==> src/rtl/host_chan_status_consts.svh <==
// Offsets, field positions, codes and reset values of the host channel status block
`ifndef HOST_CHAN_STATUS_CONSTS_SVH
`define HOST_CHAN_STATUS_CONSTS_SVH

// Register indices as printed; byte address is four times the index
`define SUMMARY_INDEX 12'h144
`define CONTROL_INDEX 12'h145
`define SUMMARY_ADDR 12'h510
`define CONTROL_ADDR 12'h514
`define STAGE_ADDR 12'h600
`define STATUS_RESET 8'h00
`define READ_UNMAPPED 32'h00000000

// Control channel status bit positions
`define BIT_TOTAL_SIZE 7
`define BIT_TRAN_ACK 6
`define BIT_TRAN_ERR 5
`define BIT_COND_CHANGE 4
`define BIT_SUPPORT_CMP 1
`define BIT_SUPPORT_STOP 0
`define CONTROL_IMPL_MASK 8'hF3
`define SUMMARY_IMPL_MASK 8'h1F

// Condition codes
`define CC_NO_ERROR 3'h0
`define CC_STALL 3'h1
`define CC_OVERRUN 3'h2
`define CC_UNDERRUN 3'h3
`define CC_RETRY 3'h4

`define RETRY_LIMIT 2'h3

`endif

==> src/rtl/host_chan_status_pkg.sv <==
// Types shared by the host channel status block
package host_chan_status_pkg;

  typedef enum logic [1:0] {
    STAGE_SETUP,
    STAGE_DATA,
    STAGE_STATUS,
    STAGE_IDLE
  } stage_t;

endpackage

==> src/rtl/condition_classifier.sv <==
// Classifies one finished transaction into a condition code
`include "host_chan_status_consts.svh"

module condition_classifier (
  // Transaction outcome
  input wire logic stall_i,
  input wire logic timeout_i,
  input wire logic crc_err_i,
  input wire logic stuff_err_i,
  input wire logic pid_err_i,
  input wire logic toggle_err_i,
  input wire logic pkt_over_max_i,
  input wire logic total_over_size_i,
  input wire logic short_pkt_i,
  input wire logic total_below_size_i,
  // Result
  output logic [2:0] code_o,
  output logic retry_o
);

  logic line_err;
  logic overrun;
  logic underrun;

  always_comb begin
    line_err = crc_err_i | stuff_err_i;
    // Short packet with bad toggle is a toggle mismatch, not overrun
    overrun = (pkt_over_max_i | total_over_size_i) & ~(short_pkt_i & toggle_err_i);
    underrun = short_pkt_i & total_below_size_i;
    retry_o = timeout_i | line_err | pid_err_i | toggle_err_i;
    if (retry_o) begin
      code_o = `CC_RETRY;
    end else if (stall_i) begin
      code_o = `CC_STALL;
    end else if (overrun) begin
      code_o = `CC_OVERRUN;
    end else if (underrun) begin
      code_o = `CC_UNDERRUN;
    end else begin
      code_o = `CC_NO_ERROR;
    end
  end

endmodule // condition_classifier

==> src/rtl/host_channel_interrupt_status.sv <==
// Host channel summary status and control channel event status registers
`include "host_chan_status_consts.svh"

module host_channel_interrupt_status (
  // Clock and reset
  input wire logic CLK_I,
  input wire logic RESET_I,
  // Avalon-MM slave
  input wire logic [11:0] AVS_ADDRESS_I,
  input wire logic AVS_READ_I,
  input wire logic AVS_WRITE_I,
  input wire logic [3:0] AVS_BYTEENABLE_I,
  input wire logic [31:0] AVS_WRITEDATA_I,
  output logic [31:0] AVS_READDATA_O,
  output logic AVS_WAITREQUEST_O,
  // Other channels: status and enables, e down to a
  input wire logic [7:0] CHAN_E_STATUS_I,
  input wire logic [7:0] CHAN_D_STATUS_I,
  input wire logic [7:0] CHAN_C_STATUS_I,
  input wire logic [7:0] CHAN_B_STATUS_I,
  input wire logic [7:0] CHAN_A_STATUS_I,
  input wire logic [7:0] CHAN_E_ENABLES_I,
  input wire logic [7:0] CHAN_D_ENABLES_I,
  input wire logic [7:0] CHAN_C_ENABLES_I,
  input wire logic [7:0] CHAN_B_ENABLES_I,
  input wire logic [7:0] CHAN_A_ENABLES_I,
  // Control channel transaction engine
  input wire logic TRAN_DONE_I,
  input wire logic STALL_I,
  input wire logic TIMEOUT_I,
  input wire logic CRC_ERR_I,
  input wire logic STUFF_ERR_I,
  input wire logic PID_ERR_I,
  input wire logic TOGGLE_ERR_I,
  input wire logic PKT_OVER_MAX_I,
  input wire logic TOTAL_OVER_SIZE_I,
  input wire logic SHORT_PKT_I,
  input wire logic TOTAL_BELOW_SIZE_I,
  input wire logic TRANSFER_DONE_I,
  input wire logic [7:0] ACK_COUNT_I,
  // Control support function
  input wire logic CONTROL_SUPPORT_GO_I,
  input wire logic [1:0] STAGE_I,
  input wire logic STAGE_DONE_I,
  input wire logic STOP_DONE_I,
  input wire logic TRANSFER_GO_I,
  // Status out
  output logic [2:0] CONDITION_CODE_A_O,
  output logic [7:0] SUMMARY_O,
  output logic [7:0] CONTROL_STATUS_O
);

  logic [7:0] control_status;
  logic [7:0] summary;
  logic [7:0] next_summary;
  logic [7:0] set_bits;
  logic [7:0] clear_bits;
  logic [2:0] code;
  logic retry;
  logic [1:0] retry_run;
  logic [7:0] ack_done;
  logic transfer_go_q;
  logic support_go_q;
  logic status_stage_ok;
  logic wait_state;
  logic [2:0] cond_code;
  logic write_hit;
  logic [2:0] last_code;
  host_chan_status_pkg::stage_t stage;

  function automatic logic pending(input logic [7:0] st, input logic [7:0] en);
    pending = |(st & en);
  endfunction

  condition_classifier u_classifier (
    .stall_i(STALL_I),
    .timeout_i(TIMEOUT_I),
    .crc_err_i(CRC_ERR_I),
    .stuff_err_i(STUFF_ERR_I),
    .pid_err_i(PID_ERR_I),
    .toggle_err_i(TOGGLE_ERR_I),
    .pkt_over_max_i(PKT_OVER_MAX_I),
    .total_over_size_i(TOTAL_OVER_SIZE_I),
    .short_pkt_i(SHORT_PKT_I),
    .total_below_size_i(TOTAL_BELOW_SIZE_I),
    .code_o(code),
    .retry_o(retry)
  );

  always_comb begin
    stage = host_chan_status_pkg::stage_t'(STAGE_I);
    // Outcome lines carry meaning only with the done pulse; otherwise use the held code
    last_code = TRAN_DONE_I ? code : cond_code;
  end

  // Summary, recomputed each cycle from channel state
  always_comb begin
    next_summary = 8'h00;
    next_summary[4] = pending(CHAN_E_STATUS_I, CHAN_E_ENABLES_I);
    next_summary[3] = pending(CHAN_D_STATUS_I, CHAN_D_ENABLES_I);
    next_summary[2] = pending(CHAN_C_STATUS_I, CHAN_C_ENABLES_I);
    next_summary[1] = pending(CHAN_B_STATUS_I, CHAN_B_ENABLES_I);
    next_summary[0] = pending(CHAN_A_STATUS_I, CHAN_A_ENABLES_I);
  end

  always_ff @(posedge CLK_I) begin
    if (RESET_I) begin
      summary <= `STATUS_RESET;
    end else begin
      summary <= next_summary;
    end
  end

  // Retry run length and acknowledged count within the current transfer
  always_ff @(posedge CLK_I) begin
    if (RESET_I || !TRANSFER_GO_I) begin
      retry_run <= 2'h0;
      ack_done <= 8'h00;
    end else if (TRAN_DONE_I) begin
      retry_run <= retry ? ((retry_run == `RETRY_LIMIT) ? 2'h1 : retry_run + 2'h1) : 2'h0;
      if (code == `CC_NO_ERROR && (!CONTROL_SUPPORT_GO_I || stage == host_chan_status_pkg::STAGE_DATA)) begin
        ack_done <= (ack_done + 8'h01 == ACK_COUNT_I) ? 8'h00 : ack_done + 8'h01;
      end
    end
  end

  // Edges of firmware go bits and status stage outcome
  always_ff @(posedge CLK_I) begin
    if (RESET_I) begin
      transfer_go_q <= 1'b0;
      support_go_q <= 1'b0;
      status_stage_ok <= 1'b0;
      wait_state <= 1'b0;
    end else begin
      transfer_go_q <= TRANSFER_GO_I;
      support_go_q <= CONTROL_SUPPORT_GO_I;
      if (STAGE_DONE_I && stage == host_chan_status_pkg::STAGE_STATUS) begin
        status_stage_ok <= (last_code == `CC_NO_ERROR);
      end else if (CONTROL_SUPPORT_GO_I && !support_go_q) begin
        status_stage_ok <= 1'b0;
      end
      if (support_go_q && !CONTROL_SUPPORT_GO_I) begin
        wait_state <= 1'b1;
      end else if (STOP_DONE_I) begin
        wait_state <= 1'b0;
      end
    end
  end

  // Events that set control channel flags
  always_comb begin
    set_bits = 8'h00;
    if (CONTROL_SUPPORT_GO_I) begin
      set_bits[`BIT_TOTAL_SIZE] = STAGE_DONE_I && stage == host_chan_status_pkg::STAGE_STATUS
                                  && last_code == `CC_NO_ERROR;
      set_bits[`BIT_SUPPORT_CMP] = set_bits[`BIT_TOTAL_SIZE];
      set_bits[`BIT_SUPPORT_STOP] = TRAN_DONE_I && code != `CC_NO_ERROR
                                    && (code == `CC_STALL || retry_run == 2'h2 && retry);
    end else begin
      set_bits[`BIT_TOTAL_SIZE] = TRANSFER_DONE_I;
    end
    if (wait_state && STOP_DONE_I) begin
      set_bits[`BIT_SUPPORT_CMP] = set_bits[`BIT_SUPPORT_CMP] | status_stage_ok;
      set_bits[`BIT_SUPPORT_STOP] = set_bits[`BIT_SUPPORT_STOP] | !status_stage_ok;
    end
    set_bits[`BIT_TRAN_ACK] = TRAN_DONE_I && code == `CC_NO_ERROR && ack_done + 8'h01 == ACK_COUNT_I
                              && (!CONTROL_SUPPORT_GO_I || stage == host_chan_status_pkg::STAGE_DATA);
    set_bits[`BIT_TRAN_ERR] = TRAN_DONE_I && retry;
    set_bits[`BIT_COND_CHANGE] = (TRAN_DONE_I && (code == `CC_STALL || code == `CC_OVERRUN
                                  || code == `CC_UNDERRUN || (retry && retry_run == 2'h2)))
                                 || (transfer_go_q && !TRANSFER_GO_I);
  end

  always_comb begin
    write_hit = AVS_WRITE_I && !AVS_WAITREQUEST_O && AVS_ADDRESS_I == `CONTROL_ADDR
                && AVS_BYTEENABLE_I[0];
    clear_bits = write_hit ? (AVS_WRITEDATA_I[7:0] & `CONTROL_IMPL_MASK) : 8'h00;
  end

  // Set wins over a clear in the same cycle; flags hold until cleared
  always_ff @(posedge CLK_I) begin
    if (RESET_I) begin
      control_status <= `STATUS_RESET;
    end else begin
      control_status <= ((control_status & ~clear_bits) | set_bits) & `CONTROL_IMPL_MASK;
    end
  end

  // Last transaction's outcome is held for firmware
  always_ff @(posedge CLK_I) begin
    if (RESET_I) begin
      cond_code <= `CC_NO_ERROR;
    end else if (TRAN_DONE_I) begin
      cond_code <= code;
    end
  end

  // Avalon slave: one wait cycle, answer on the second edge
  always_ff @(posedge CLK_I) begin
    if (RESET_I) begin
      AVS_WAITREQUEST_O <= 1'b1;
      AVS_READDATA_O <= `READ_UNMAPPED;
    end else begin
      AVS_WAITREQUEST_O <= !((AVS_READ_I || AVS_WRITE_I) && AVS_WAITREQUEST_O);
      if (AVS_READ_I && AVS_WAITREQUEST_O) begin
        case (AVS_ADDRESS_I)
          `SUMMARY_ADDR: AVS_READDATA_O <= {24'h000000, summary};
          `CONTROL_ADDR: AVS_READDATA_O <= {24'h000000, control_status};
          `STAGE_ADDR: AVS_READDATA_O <= {29'h0, cond_code};
          default: AVS_READDATA_O <= `READ_UNMAPPED;
        endcase
      end
    end
  end

  always_ff @(posedge CLK_I) begin
    if (RESET_I) begin
      CONDITION_CODE_A_O <= `CC_NO_ERROR;
      SUMMARY_O <= `STATUS_RESET;
      CONTROL_STATUS_O <= `STATUS_RESET;
    end else begin
      CONDITION_CODE_A_O <= cond_code;
      SUMMARY_O <= summary;
      CONTROL_STATUS_O <= control_status;
    end
  end

  AST_SUMMARY_TRACKS: assert property (@(posedge CLK_I) disable iff (RESET_I)
    ##1 summary[0] == $past(|(CHAN_A_STATUS_I & CHAN_A_ENABLES_I))
        && summary[4] == $past(|(CHAN_E_STATUS_I & CHAN_E_ENABLES_I)))
    else $error("summary does not follow enabled pending causes");
  AST_SUMMARY_RESERVED: assert property (@(posedge CLK_I) disable iff (RESET_I)
    summary[7:5] == 3'h0)
    else $error("summary reserved bits nonzero");
  AST_CLEAR_W1C: assert property (@(posedge CLK_I) disable iff (RESET_I)
    (clear_bits[`BIT_TRAN_ERR] && !set_bits[`BIT_TRAN_ERR]) |=> !control_status[`BIT_TRAN_ERR])
    else $error("write one did not clear flag");
  AST_HOLD: assert property (@(posedge CLK_I) disable iff (RESET_I)
    (control_status[`BIT_COND_CHANGE] && !clear_bits[`BIT_COND_CHANGE]) |=> control_status[`BIT_COND_CHANGE])
    else $error("flag dropped without clear");
  AST_RETRY_SETS_ERR: assert property (@(posedge CLK_I) disable iff (RESET_I)
    (TRAN_DONE_I && retry) |=> control_status[`BIT_TRAN_ERR])
    else $error("retry error did not set transaction error");
  AST_GO_CLEAR: assert property (@(posedge CLK_I) disable iff (RESET_I)
    ($fell(TRANSFER_GO_I)) |=> control_status[`BIT_COND_CHANGE])
    else $error("go clear did not set condition change");
  AST_RESERVED_ZERO: assert property (@(posedge CLK_I) disable iff (RESET_I)
    control_status[3:2] == 2'h0)
    else $error("control reserved bits nonzero");
  AST_RETRY_CODE: assert property (@(posedge CLK_I) disable iff (RESET_I)
    (TRAN_DONE_I && (CRC_ERR_I || STUFF_ERR_I)) |=> cond_code == `CC_RETRY)
    else $error("line error not coded as retry");
  AST_NO_ACK_SETUP: assert property (@(posedge CLK_I) disable iff (RESET_I)
    (CONTROL_SUPPORT_GO_I && stage != host_chan_status_pkg::STAGE_DATA) |-> !set_bits[`BIT_TRAN_ACK])
    else $error("ack flagged outside data stage");
  AST_WAIT_ONE: assert property (@(posedge CLK_I) disable iff (RESET_I)
    ($rose(AVS_READ_I) && AVS_WAITREQUEST_O) |=> !AVS_WAITREQUEST_O)
    else $error("waitrequest not released after one cycle");

  // Summary bit positions
  AST_SUMMARY_MAP_B: assert property (@(posedge CLK_I) disable iff (RESET_I)
    ##1 summary[1] == $past(|(CHAN_B_STATUS_I & CHAN_B_ENABLES_I)))
    else $error("channel b summary bit misplaced");
  AST_SUMMARY_MAP_C: assert property (@(posedge CLK_I) disable iff (RESET_I)
    ##1 summary[2] == $past(|(CHAN_C_STATUS_I & CHAN_C_ENABLES_I)))
    else $error("channel c summary bit misplaced");
  AST_SUMMARY_MAP_D: assert property (@(posedge CLK_I) disable iff (RESET_I)
    ##1 summary[3] == $past(|(CHAN_D_STATUS_I & CHAN_D_ENABLES_I)))
    else $error("channel d summary bit misplaced");

  // Setting and keeping control channel flags
  AST_TOTAL_PLAIN: assert property (@(posedge CLK_I) disable iff (RESET_I)
    (!CONTROL_SUPPORT_GO_I && TRANSFER_DONE_I) |=> control_status[`BIT_TOTAL_SIZE])
    else $error("finished transfer did not set total size complete");
  AST_TOTAL_ONLY_STATUS: assert property (@(posedge CLK_I) disable iff (RESET_I)
    (CONTROL_SUPPORT_GO_I && !STAGE_DONE_I && !control_status[`BIT_TOTAL_SIZE])
      |=> !control_status[`BIT_TOTAL_SIZE])
    else $error("total size complete set before the status stage ended");
  AST_SUPPORT_ALL_STAGES: assert property (@(posedge CLK_I) disable iff (RESET_I)
    (CONTROL_SUPPORT_GO_I && STAGE_DONE_I && stage == host_chan_status_pkg::STAGE_STATUS
      && last_code == `CC_NO_ERROR) |=> control_status[`BIT_SUPPORT_CMP])
    else $error("normal status stage did not set support complete");
  AST_ACK_COUNT_REACHED: assert property (@(posedge CLK_I) disable iff (RESET_I)
    (TRAN_DONE_I && code == `CC_NO_ERROR && !CONTROL_SUPPORT_GO_I
      && ack_done + 8'h01 == ACK_COUNT_I) |=> control_status[`BIT_TRAN_ACK])
    else $error("ack count reached without transaction acknowledged");
  AST_ACK_NOT_ON_ERROR: assert property (@(posedge CLK_I) disable iff (RESET_I)
    (TRAN_DONE_I && code != `CC_NO_ERROR && !control_status[`BIT_TRAN_ACK])
      |=> !control_status[`BIT_TRAN_ACK])
    else $error("failed transaction set transaction acknowledged");
  AST_STALL_CONDITION: assert property (@(posedge CLK_I) disable iff (RESET_I)
    (TRAN_DONE_I && STALL_I && !retry) |=> control_status[`BIT_COND_CHANGE])
    else $error("stall did not set condition change");
  AST_THIRD_RETRY: assert property (@(posedge CLK_I) disable iff (RESET_I)
    (TRAN_DONE_I && retry && retry_run == 2'h2) |=> control_status[`BIT_COND_CHANGE])
    else $error("third retry did not set condition change");
  AST_WRITE_ZERO_KEEPS: assert property (@(posedge CLK_I) disable iff (RESET_I)
    (write_hit && !AVS_WRITEDATA_I[`BIT_TRAN_ERR] && control_status[`BIT_TRAN_ERR])
      |=> control_status[`BIT_TRAN_ERR])
    else $error("writing zero cleared a flag");

  // Condition code classification
  AST_CODE_NORMAL: assert property (@(posedge CLK_I) disable iff (RESET_I)
    (TRAN_DONE_I && !retry && !STALL_I && !PKT_OVER_MAX_I && !TOTAL_OVER_SIZE_I
      && !SHORT_PKT_I) |=> cond_code == `CC_NO_ERROR)
    else $error("clean transaction not coded as normal");
  AST_CODE_STALL: assert property (@(posedge CLK_I) disable iff (RESET_I)
    (TRAN_DONE_I && STALL_I && !retry) |=> cond_code == `CC_STALL)
    else $error("stall not coded as stall");
  AST_CODE_OVERRUN: assert property (@(posedge CLK_I) disable iff (RESET_I)
    (TRAN_DONE_I && !retry && !STALL_I && (PKT_OVER_MAX_I || TOTAL_OVER_SIZE_I))
      |=> cond_code == `CC_OVERRUN)
    else $error("oversize data not coded as overrun");
  AST_TOGGLE_SHORT: assert property (@(posedge CLK_I) disable iff (RESET_I)
    (TRAN_DONE_I && SHORT_PKT_I && TOGGLE_ERR_I) |=> cond_code == `CC_RETRY)
    else $error("short packet with bad toggle not coded as retry");
  AST_CODE_UNDERRUN: assert property (@(posedge CLK_I) disable iff (RESET_I)
    (TRAN_DONE_I && !retry && !STALL_I && !PKT_OVER_MAX_I && !TOTAL_OVER_SIZE_I
      && SHORT_PKT_I && TOTAL_BELOW_SIZE_I) |=> cond_code == `CC_UNDERRUN)
    else $error("early short packet not coded as underrun");
  AST_CODE_RETRY_CAUSES: assert property (@(posedge CLK_I) disable iff (RESET_I)
    (TRAN_DONE_I && (TIMEOUT_I || PID_ERR_I || TOGGLE_ERR_I)) |=> cond_code == `CC_RETRY)
    else $error("timeout, pid or toggle error not coded as retry");

  // Support function completion and stop
  AST_STOP_GOOD_STATUS: assert property (@(posedge CLK_I) disable iff (RESET_I)
    (wait_state && STOP_DONE_I && status_stage_ok) |=> control_status[`BIT_SUPPORT_CMP])
    else $error("stop after good status stage did not set support complete");
  AST_STOP_BAD_STATUS: assert property (@(posedge CLK_I) disable iff (RESET_I)
    (wait_state && STOP_DONE_I && !status_stage_ok) |=> control_status[`BIT_SUPPORT_STOP])
    else $error("stop without good status stage did not set support stop");
  AST_SUPPORT_STALL_STOP: assert property (@(posedge CLK_I) disable iff (RESET_I)
    (CONTROL_SUPPORT_GO_I && TRAN_DONE_I && STALL_I && !retry)
      |=> control_status[`BIT_SUPPORT_STOP])
    else $error("stall under support did not set support stop");

endmodule // host_channel_interrupt_status

==> config.mk <==
export PLATFORM = sky130hd
export DESIGN_NAME = host_channel_interrupt_status
export DESIGN_NICKNAME = d
export VERILOG_FILES = /design/src/rtl/host_chan_status_pkg.sv /design/src/rtl/condition_classifier.sv /design/src/rtl/host_channel_interrupt_status.sv
export VERILOG_INCLUDE_DIRS = /design/src /design/src/rtl
export SDC_FILE = /design/constraint.sdc
export NUM_CORES = 1
export LEC_CHECK = 0
export BUFFER_PORTS_ARGS = -buffer_cell sky130_fd_sc_hd__buf_4
export CORE_MARGIN = 1.5
export CORE_UTILIZATION = 39
export DETAILED_ROUTE_END_ITERATION = 10
export GPL_TIMING_DRIVEN = 0
export HOLD_SLACK_MARGIN = 0.15
export PLACE_DENSITY = 0.91
export SYNTH_ARGS = -nofsm -noshare
export SYNTH_HDL_FRONTEND = slang
export SYNTH_SLANG_ARGS = --single-unit
==> constraint.sdc <==
create_clock -name CLK_I -period 2.5 [get_ports CLK_I]
set_input_delay 0.375 -clock CLK_I [delete_from_list [all_inputs] [get_ports CLK_I]]
set_output_delay 0.375 -clock CLK_I [all_outputs]
set_load 0.02 [all_outputs]
# Word-level counts from Yosys, hierarchy flattened
# Cells that the tools add are included.
# W data, S select, Z words.
dict set report word_totals {
  ff_bits 85
  in_bits 158
  output_inout_bits 52
  wordCells 110
}
dict set report op_classes {
  add_sub_neg 2
  eq_ne 11
  n_mux 17
  bitwise_logic 19
  n_reduce_logical 45
}
# op count
set ops {}
lappend ops {{$and A8 B8 Y8} 6}
lappend ops {{$reduce_or A8 Y1} 5}
lappend ops {{$eq A12 B11 Y1 const B} 3}
lappend ops {{$pmux W8 S3} 1}
lappend ops {{$logic_and A1 B1 Y1} 20}
lappend ops {{$mux W8} 2}
lappend ops {{$mux W3} 4}
lappend ops {{$mux W2} 5}
lappend ops {{$add A8 B1 Y8 const B} 1}
lappend ops {{$eq A8 B8 Y1} 1}
lappend ops {{$logic_or A1 B1 Y1} 8}
lappend ops {{$not A8 Y8} 1}
lappend ops {{$or A8 B8 Y8} 1}
lappend ops {{$or A1 B1 Y1} 7}
lappend ops {{$eq A2 B2 Y1 const B} 3}
lappend ops {{$eq A3 B2 Y1 const B} 2}
lappend ops {{$logic_not A1 Y1} 6}
lappend ops {{$logic_not A3 Y1} 2}
lappend ops {{$mux W1} 5}
lappend ops {{$reduce_bool A2 Y1} 2}
lappend ops {{$and A1 B1 Y1} 3}
lappend ops {{$eq A3 B1 Y1 const B} 1}
lappend ops {{$reduce_bool A3 Y1} 1}
lappend ops {{$add A2 B1 Y2 const B} 1}
lappend ops {{other kinds (3)} 3}

# Logic depth before layout (Yosys ltp)
# Gate-level depths: netlist of the first run.
dict set report depth {
  ltp_word 13
  depth_mapped 6
  mapped_depth_nobuf 6
}

# Cells and area by module
# A second synthesis of the first run with hierarchy kept.
dict set report hier_totals {
  hier_cells 298
  area_unflattened_um2 2653.8
}
# mod n_inst cells_per_inst area_per_inst_um2 seq_area_each_um2
set modules_own_cells {}
lappend modules_own_cells {host_channel_interrupt_status 1 289 2591.2 1021.0}
lappend modules_own_cells {condition_classifier 1 9 62.6 0.0}

# Worst setup path after synthesis of the first run
# OpenSTA, ideal clock, no wires.
dict set report synth_timing {
  path_kind {input port to flip-flop}
  start {in TOGGLE_ERR_I}
  end {reg ack_done[0]}
  setup_ps 133
  t_arrival_ps 2037
  setup_slack_ps 329
  cell_stages 5
  path_buffers 0
  cell_sequence {or4_4 -> nor3b_4 -> o2111ai_1 -> o41ai_4 -> nor2_1}
}
dict set report synth_between {
  elab_chain_cells 9
}
# item line_no
set synth_lines {}
lappend synth_lines {{from (decl)} host_channel_interrupt_status.sv:34} ;# input wire logic TOGGLE_ERR_I,
lappend synth_lines {{$and A1 B1 Y1} condition_classifier.sv:28} ;# overrun = (pkt_over_max_i | total_over_size_i) & ~(short_pkt_i & toggle_err_i);
lappend synth_lines {{$not A1 Y1} condition_classifier.sv:28}
lappend synth_lines {{$and A1 B1 Y1} condition_classifier.sv:28}
lappend synth_lines {{$mux W3} condition_classifier.sv:35} ;# end else if (overrun) begin
lappend synth_lines {{$mux W3} condition_classifier.sv:33} ;# end else if (stall_i) begin
lappend synth_lines {{$mux W3 *} condition_classifier.sv:31} ;# if (retry_o) begin
lappend synth_lines {{$logic_not A3 Y1 (no line) *} -}
lappend synth_lines {{$logic_and A1 B1 Y1 *} host_channel_interrupt_status.sv:121} ;# if (code == `CC_NO_ERROR && (!CONTROL_SUPPORT_GO_I || stage == host_chan_status_pkg::STAGE_DATA)) begin
lappend synth_lines {{$reduce_and A2 Y1 (no line) *} -}
lappend synth_lines {{to (signal assigned)} host_channel_interrupt_status.sv:122} ;# ack_done <= (ack_done + 8'h01 == ACK_COUNT_I) ? 8'h00 : ack_done + 8'h01;
lappend synth_lines {{to (decl)} host_channel_interrupt_status.sv:61} ;# logic [7:0] ack_done;
# Every way passes the cells marked *; elsewhere a longest branch is shown, timed or not.
# A chain may end at the register's enable or synchronous reset.

# Worst setup path after layout of the first run
dict set report layout_timing {
  start {in AVS_ADDRESS_I[3]}
  end {reg control_status[0]}
}
dict set report layout_between {
  elab_chain_cells 7
}
# item line_no
set layout_lines {}
lappend layout_lines {{from (decl)} host_channel_interrupt_status.sv:9} ;# input wire logic [11:0] AVS_ADDRESS_I,
lappend layout_lines {{$eq A12 B11 Y1} -}
lappend layout_lines {{$logic_and A1 B1 Y1 (no line)} -}
lappend layout_lines {{$logic_and A1 B1 Y1} host_channel_interrupt_status.sv:175} ;# write_hit = AVS_WRITE_I && !AVS_WAITREQUEST_O && AVS_ADDRESS_I == `CONTROL_ADDR
lappend layout_lines {{$mux W8} host_channel_interrupt_status.sv:177} ;# clear_bits = write_hit ? (AVS_WRITEDATA_I[7:0] & `CONTROL_IMPL_MASK) : 8'h00;
lappend layout_lines {{$not A8 Y8} host_channel_interrupt_status.sv:185} ;# control_status <= ((control_status & ~clear_bits) | set_bits) & `CONTROL_IMPL_MASK;
lappend layout_lines {{$and A8 B8 Y8} host_channel_interrupt_status.sv:185}
lappend layout_lines {{$or A8 B8 Y8} host_channel_interrupt_status.sv:185}
lappend layout_lines {{to (signal assigned)} host_channel_interrupt_status.sv:183} ;# control_status <= `STATUS_RESET;
lappend layout_lines {{to (signal assigned)} host_channel_interrupt_status.sv:185}
lappend layout_lines {{to (decl)} host_channel_interrupt_status.sv:53} ;# logic [7:0] control_status;
# No other way between the ends.

==> results.env, run 1 <==
CAP_VIOLATIONS=0
ANT_NETS=0
TOTALWIRELENGTH_UM=7489
REPORT.FINAL.HOLD_VIOL_COUNT=0
DETAILED_PLACE.AREA_MM2=0.003930
CTSHTREEMAXLEVEL=2
IO_PINS=210
DETAILED_PLACER_S_ENDING_HPWL_UM=6200
FIRST_GLOBAL_VIAS=2631
POST_CTS_BUFFERS=0
WORST_SLEW_MARGIN_RELATIVE_TO_ITS_LIMIT_PCT=21.76
WORSTSKEWPAIRLATENCY_PS=310
ANTENNA_CELLS=0
FLOORPLAN.DIE.WIDTH_UM=84.69
TOTAL_GLOBAL_ROUTING_OVERFLOW=0
GP_CONGESTION=0.8251
BUFFER_PORTS.INSERTED=150
SYNTH-SEQ-AREA-SHARE_PCT=39.23
TIMING.FINAL.WS_SETUP_PS=60.15
POST_SYNTHESIS_INSTANCE_AREA_MM2=0.002602
AVGVIACOUNTPERCELL=4.944
FF_LATCH_AREA_MM2=0.001021
SYNTH_TOP_CELLS_BY_AREA='dfxtp_1, buf_4, a22oi_1'
MULTI_INPUT_COMB_AREA_MM2=0.001420
POST_CTS_RESIZED=0
FINAL_UTIL_PCT=63.36
GR-USAGE-ALL-LAYERS_PCT=19.90
WORST_CLOCK_SKEW_PS=11.27
SYN2LAYOUT_AREA_GROWTH_PCT=55.48
CORE_AREA_MM2=0.006386
POST-SYNTH-TOP-AREA-FRACTION_PCT=39.23
DRT_PRE_ANTENNA_ITERS=4
DRTITER0DRC=102
FILLCELL_TOTAL=557
REQUIRED_PS=2680
SYNTH.FF_LATCH_COUNT=51
TIMING.FINAL.MAX_SLEW_VIOLATIONS=0
VDD_DROP_MAX_mV=0.3127
REGTOREGSTARTPOINT='AVS_WAITREQUEST_O$_SDFF_PP1_'
DOMINANT_CELL_TYPE_BY_AREA_AFTER_SYNTHESIS='dfxtp_1'
YOSYSMOSTFREQUENTCELL='dfxtp_1'
CLOCKROOTBUFFER='clkbuf_8'
WORST-ENDPOINT-ARRIVAL_PS=2620
DRC=0
WORST_PIN_SLEW_PS=1163
DESIGN.FINAL.NETS=635
SETUP_REPAIR_AFTER_GLOBAL_ROUTING_MISSED_ITS_MARGIN='false'
POST_LAYOUT_NONFILLER_INSTANCES=552
CRITPATHMAXFANOUT=6
YOSYS.CELL_TYPES.COUNT=48
CLK_PIN_SLEW_PS=100
DIE_Y_UM=84.69
TRITONCTS_NUM_SINKS=51
CRITPATHKIND='input port to register'
TIMING.HOLD.WORST.CLASS='input port to register'
RESULT_OF_THE_RUN='completed'
GRT_MAX_DEGREE=18
POWER.DENSITY_mW_PER_MM2=449.5
TOTAL_POWER_mW=1.819
NUM_ROWS=29
SYNTH-MAIN-FF-CELL='dfxtp_1'
SYNTHCELLS=289
WORST_CASE_CLOCK_BUFFER_DEPTH=2
POST_DRT_WL_PER_CELL_UM=13.57
CRIT_PATH_END_KIND='register'
SYNTH_EDF_COUNT=0
P_LEAK_nW=1.909
FINAL_LAYOUT_SIZE_SUFFIX_GT1_SHARE_PCT=40.84
HOLD_PATH_STARTPOINT='AVS_READ_I'
GRT_ANTENNA_BEFORE_REPAIR=0
NUMCTSBUFFERS=5
DETAILROUTE.VIA_COUNT=2729
INITIAL_CORE_UTIL_PCT=40.75
PRE_CTS_WS_PS=-209.2
SYNTH-ASYNC-RESET-RATIO_PCT=0
CTS_HOLD_REPAIR.BUFFERS=0
YOSYSWARNINGS=0
POST_SYNTH_MOST_FREQUENT_CELLS='dfxtp_1, buf_4, a22oi_1'
GLOBAL_ROUTE_WIRE_LENGTH_BEFORE_REPAIR_UM=11660
FINAL_PERIOD_MINUS_WORST_SETUP_SLACK_PS=2440
SETUP.WORST_PATH.START='AVS_ADDRESS_I[3]'
FINALSETUPVIOLATIONS=0
DIEAREA_MM2=0.007172
TRITONCTS='built'
SYNTH_AREA_PER_CELL_UM2=9.005
KIND_OF_LAUNCH_POINT_OF_THE_WORST_SETUP_PATH='input port'
FINAL_DESIGN_AREA_NO_FILL_MM2=0.004046
MAX_FREQ_MHz=409.9
CRIT_SHARE_POST_ROUTE_PCT=97.59
PLACE.DETAILED.INSTANCES=544
[layout make-up]
cell class / instances / share of cell area (%)
multi-input combinational: 224 / 35.10
clock inverter: 3 / 1.175
clock buffer: 5 / 1.701
sequential: 51 / 25.23
tap: 77 / 2.381
buffer: 36 / 6.030
inverter: 6 / 0.5566
timing repair buffer: 150 / 27.83
[sequential cells by signal (all words and copies together), names as in the netlist, 2 cells and up]
register,count
SUMMARY_O,5
ack_done,8
CONDITION_CODE_A_O,3
CONTROL_STATUS_O,6
cond_code,3
retry_run,2
control_status,6
summary,5
AVS_READDATA_O,8
[worst paths after layout]
kind	to	slack [ps]	depth (start not counted)
worst min register to register	AVS_WAITREQUEST_O$_SDFF_PP1_	460	1
worst max-delay path	control_status[0]$_SDFF_PP0_	60	6
worst min-delay path	AVS_WAITREQUEST_O$_SDFF_PP1_	270	2
worst max register to register	control_status[0]$_SDFF_PP0_	420	5
[report_power, final]
group	switching [mW]	internal (mW)	total (mW)
Sequential	0.0132	0.838	0.851
Combinational	0.164	0.219	0.383
Clock	0.282	0.304	0.585
[stage by stage]
step	TNS (ps)	hold slack (ps)
3_3_place_gp	-1408	416.4
3_5_place_dp	-2117	431.1
6_report	0	268.9
4_1_cts	0	268.6
2_1_floorplan	0	433.9
5_1_grt	0	260.0
[per-layer routing]
layer / global-route usage (%) / part of all wire [%] / up-vias
met4: 5.718 / 1.5 / 0
met1: 22.53 / 39 / 1260
met2: 37.88 / 53 / 99
met3: 3.441 / 6.6 / 11
li1: - / - / 1359
met5: 0 / 0 / -
[placed cells by master, fill, tap and decap left out, types with 5 or more instances in the layout]
cell,Yosys,final
a21oi_1,12,12
a22oi_1,27,27
a41oi_1,6,6
buf_4,29,179
clkbuf_1,6,6
clkbuf_8,0,5
conb_1,1,29
dfxtp_1,51,51
inv_1,6,6
mux2i_1,5,5
nand2_1,15,15
nand2b_1,7,7
nand4_1,5,5
nor2_1,23,23
nor2b_1,18,18
o21ai_0,7,7
xnor2_1,5,5
xor2_1,9,9
[cells by family after synthesis]
kind of cell	synth area share [%]
fa+ha+maj	1.442
compound gates	20.05
other cells	0.1441
simple gates	21.39
mux	2.788
flops	39.23
xor+xnor	4.712
buf+inv	10.24
[critical path: stages]
cell and delay (ps):
buf_4 100, or4b_2 710, nor4_1 1000, nand2_1 130
a32oi_1 220, a21oi_1 100
Power figures use the tool's default switching activity.
==> run 2, diff against run 1 <==
--- a/config.mk
+++ b/config.mk
@@ -7,12 +7,13 @@
 export NUM_CORES = 1
 export LEC_CHECK = 0
 export BUFFER_PORTS_ARGS = -buffer_cell sky130_fd_sc_hd__buf_4
-export CORE_MARGIN = 1.5
-export CORE_UTILIZATION = 39
+export CORE_MARGIN = 10
+export CORE_UTILIZATION = 40
 export DETAILED_ROUTE_END_ITERATION = 10
 export GPL_TIMING_DRIVEN = 0
 export HOLD_SLACK_MARGIN = 0.15
-export PLACE_DENSITY = 0.91
+export PLACE_DENSITY = 0.92
 export SYNTH_ARGS = -nofsm -noshare
 export SYNTH_HDL_FRONTEND = slang
+export SYNTH_HIERARCHICAL = 1
 export SYNTH_SLANG_ARGS = --single-unit
==> results.env, run 2 <==
SYNTH_FA_HA_AREA_SHARE_PCT=1.414  # was 1.442%
SYNTH.FF_LATCH_COUNT=51  # unchanged
CRITICAL_PATH.CELL_CHAIN='buf_4 -> o2bb2ai_1 -> a31oi_1 -> nor2_1 -> nor4b_4 -> o21ai_2 -> or4_4 -> o41ai_4 -> buf_4 -> nor2_1'  # was buf_4 -> or4b_2 -> nor4_1 -> nand2_1 -> a32oi_1 -> a21oi_1
GLOBAL_ROUTE_WIRE_LENGTH_BEFORE_REPAIR_UM=14820  # was 11660 um
IO_PINS=210  # unchanged
REQUIRED_PS=2700  # was 2680 ps
POST_CTS_RESIZED=0  # unchanged
REPORT.FINAL.HOLD_VIOL_COUNT=0  # unchanged
YOSYSWARNINGS=6  # was 0
FIRST_GLOBAL_VIAS=2978  # was 2631
ANTENNA_CELLS=0  # unchanged
POWER.DENSITY_mW_PER_MM2=445.1  # was 449.5 mW/mm2
CRITPATHKIND='input port to register'  # unchanged
FINAL_DESIGN_AREA_NO_FILL_MM2=0.004099  # was 0.004046 mm2
CRIT_SHARE_POST_ROUTE_PCT=90.76  # was 97.59%
POST_LAYOUT_NONFILLER_INSTANCES=561  # was 552
YOSYSMOSTFREQUENTCELL='dfxtp_1'  # unchanged
SYNTH_AREA_PER_CELL_UM2=8.905  # was 9.005 um2
REGTOREGSTARTPOINT='ack_done[0]$_SDFFE_PP0P_'  # was AVS_WAITREQUEST_O$_SDFF_PP1_
MAX_FREQ_MHz=440.7  # was 409.9 MHz
LAYOUT.CELLS.MOST_COMMON_LIST='buf_4, dfxtp_1, nor2_1, conb_1, a22oi_1'  # was buf_4, dfxtp_1, conb_1, a22oi_1, nor2_1
DRT_PRE_ANTENNA_ITERS=5  # was 4
TOTAL_GLOBAL_ROUTING_OVERFLOW=0  # unchanged
FINAL_PERIOD_MINUS_WORST_SETUP_SLACK_PS=2269  # was 2440 ps
FLOP_TO_FLOP_SETUP_SLACK_PS=490  # was 420 ps
SETUP_REPAIR_AFTER_GLOBAL_ROUTING_MISSED_ITS_MARGIN='false'  # unchanged
VDD_DROP_MAX_mV=0.3212  # was 0.3127 mV
TRITONCTS_NUM_SINKS=51  # unchanged
HOLDPATHSTAGES=2  # unchanged
TOTALWIRELENGTH_UM=9690  # was 7489 um
CRIT_PATH_END_KIND='register'  # unchanged
POST_SYNTHESIS_INSTANCE_AREA_MM2=0.002654  # was 0.002602 mm2
PLACE.DETAILED.INSTANCES=552  # was 544
MIN_DELAY_WORST_ENDPOINT='AVS_WAITREQUEST_O$_SDFF_PP1_'  # unchanged
ANT_NETS=0  # unchanged
DETAILED_PLACE.AREA_MM2=0.003974  # was 0.003930 mm2
POST-SYNTH-TOP-AREA-FRACTION_PCT=38.47  # was 39.23%
TOTAL_POWER_mW=1.824  # was 1.819 mW
CRITICAL_PATH_BUF_INV_COUNT=2  # was 1
NUM_ROWS=29  # unchanged
FLOORPLAN.DIE.WIDTH_UM=101.5  # was 84.69 um
SYN2LAYOUT_AREA_GROWTH_PCT=54.46  # was 55.48%
LARGEST_FAMILY_OF_LOGIC_CELLS_BY_SYNTHESIZED_AREA='simple AND/OR/NAND/NOR gates'  # unchanged
CTSHTREEMAXLEVEL=2  # unchanged
CRITICAL_PATH.TOP_DELAY_FAMILY='simple AND/OR/NAND/NOR gates'  # unchanged
LARGESTREGISTERS='AVS_READDATA_O (8), ack_done (8)'  # unchanged
WORST_PIN_SLEW_PS=547.8  # was 1163 ps
DIEAREA_MM2=0.01029  # was 0.007172 mm2
FINALSETUPVIOLATIONS=0  # unchanged
DIE_Y_UM=101.5  # was 84.69 um
HOLD_PATH_STARTPOINT='AVS_READ_I'  # unchanged
FINALHOLDWORSTSLACK_PS=282.4  # was 268.9 ps
PRE_CTS_WS_PS=-310.1  # was -209.2 ps
SYNTH-SEQ-AREA-SHARE_PCT=38.47  # was 39.23%
WORST_PATH_LARGEST_CELL_DELAY_PS=600  # was 1000 ps
SYNTH-MAIN-FF-CELL='dfxtp_1'  # unchanged
TIMING.FINAL.MAX_SLEW_VIOLATIONS=0  # unchanged
WORST_R2R_PATH_DEPTH=6  # was 5
FIN_SETUP_TNS_PS=0  # unchanged
WORST_R2R_ENDPOINT='ack_done[1]$_SDFFE_PP0P_'  # was control_status[0]$_SDFF_PP0_
POST_DRT_WL_PER_CELL_UM=17.27  # was 13.57 um
INITIAL_CORE_UTIL_PCT=41.56  # was 40.75%
TIMING.HOLD.WORST.CLASS='input port to register'  # unchanged
GRT_MAX_DEGREE=16  # was 18
SHARE_OF_THE_SYNTHESIZED_AREA_IN_COMPOUND_GATES_AO_OA_AOI_OAI_PCT=18.53  # was 20.05%
DETAILROUTE.VIA_COUNT=2751  # was 2729
CORE_AREA_MM2=0.006386  # unchanged
KIND_OF_LAUNCH_POINT_OF_THE_WORST_SETUP_PATH='input port'  # unchanged
WORST_CLOCK_SKEW_PS=6.363  # was 11.27 ps
SYNTH_EDF_COUNT=0  # unchanged
CLOCKROOTBUFFER='clkbuf_8'  # unchanged
DESIGN.FINAL.NETS=644  # was 635
P_LEAK_nW=1.915  # was 1.909 nW
SYNTH-ASYNC-RESET-RATIO_PCT=0  # unchanged
DETAILED_PLACER_S_ENDING_HPWL_UM=8406  # was 6200 um
DOMINANT_CELL_TYPE_BY_AREA_AFTER_SYNTHESIS='dfxtp_1'  # unchanged
SYNTH_TOP_CELLS_BY_AREA='dfxtp_1, buf_4, a22oi_1'  # unchanged
WORSTSKEWPAIRLATENCY_PS=310  # about the same
GRT_ANTENNA_BEFORE_REPAIR=0  # unchanged
SYNTHCELLS=298  # was 289
CLK_PIN_SLEW_PS=90  # was 100 ps
POST_SYNTH_AND_OR_NAND_NOR_AREA_FRACTION_PCT=22.73  # was 21.39%
BUFFER_PORTS.INSERTED=149  # was 150
GR-USAGE-ALL-LAYERS_PCT=17.93  # was 19.90%
DRC=0  # unchanged
CAP_VIOLATIONS=0  # unchanged
GP_CONGESTION=0.8720  # was 0.8251
NUMCTSBUFFERS=5  # unchanged
WORST_CASE_CLOCK_BUFFER_DEPTH=2  # unchanged
FINAL_UTIL_PCT=64.19  # was 63.36%
AVGVIACOUNTPERCELL=4.904  # was 4.944
FINAL_LAYOUT_SIZE_SUFFIX_GT1_SHARE_PCT=41.94  # was 40.84%
POST_SYNTH_MUX_AREA_SHARE_PCT=2.782  # was 2.788%
POST_SYNTH_XOR_AREA_FRACTION_PCT=4.620  # was 4.712%
POST_SYNTH_MOST_FREQUENT_CELLS='dfxtp_1, nor2_1, buf_4'  # was dfxtp_1, buf_4, a22oi_1
TIMING.FINAL.WS_SETUP_PS=230.9  # was 60.15 ps
CRITPATHMAXFANOUT=9  # was 6
WORST-ENDPOINT-ARRIVAL_PS=2470  # was 2620 ps
DRTITER0DRC=149  # was 102
RESULT_OF_THE_RUN='completed'  # unchanged
YOSYS.CELL_TYPES.COUNT=55  # was 48
TRITONCTS='built'  # unchanged
WORST_SLEW_MARGIN_RELATIVE_TO_ITS_LIMIT_PCT=63.48  # was 21.76%
FINAL_COMMON_CELL='buf_4'  # unchanged
CRIT_SLOWEST_CELL='or4_4'  # was nor4_1
-- run 2: worst reg2reg max path, cell delays in order, from the launching register on --
cell and delay (ps):
dfxtp_1 450, ha_1 300, xor2_1 170, or4_4 540
o41ai_4 200, buf_4 200, nor2_1 50
-- run 2: final cells by class --
| cell class | instances | area [um2] |
|---|---|---|
| buffer | 39 | 266.5 |
| clock buffer | 6 | 82.58 |
| clock inverter | 2 | 35.03 |
| fill | 515 | 2287 |
| inverter | 9 | 33.78 |
| multi-input combinational | 227 | 1438 |
| sequential | 51 | 1021 |
| tap | 77 | 96.34 |
| timing repair buffer | 150 | 1126 |
-- run 2: what timing repair did --
| item | CTS | global route |
|---|---|---|
| hold buffers | 0 | 0 |
| buffers inserted | 0 | 1 |
| endpoints found under the setup margin | 0 | 8 |
-- run 2: report_power, final --
part           switching (mW)  internal, mW
clock network           0.266         0.324
registers              0.0157         0.837
logic                   0.165         0.217
-- run 2: per-layer routing --
layer	share of wire [%]	track usage [%]
met1	37	19.00
met4	2.5	7.074
met5	0	0
met2	53	32.23
met3	7.6	5.582
-- run 2: cells by family (layout without fill, tap and decap cells) --
family,Yosys count,count (layout)
and+or+nand+nor,110,110
AOI/OAI and AO/OA,64,64
DFF,51,51
buffers and inverters,48,206
xor gates and xnor gates,14,14
muxes,7,7
adders and majority gates,3,3
other,1,29
-- run 2: worst max path at each step --
stage | start | slack, ps | cells after the start | to
after floorplan | TOGGLE_ERR_I | 80 | 8 | ack_done[0]$_SDFFE_PP0P_
after global placement | TOGGLE_ERR_I | -250 | 9 | ack_done[3]$_SDFFE_PP0P_
after detailed placement | SHORT_PKT_I | -310 | 9 | ack_done[7]$_SDFFE_PP0P_
after CTS | SHORT_PKT_I | 30 | 9 | ack_done[1]$_SDFFE_PP0P_
after global routing | SHORT_PKT_I | 20 | 10 | ack_done[3]$_SDFFE_PP0P_
final | SHORT_PKT_I | 230 | 10 | ack_done[1]$_SDFFE_PP0P_
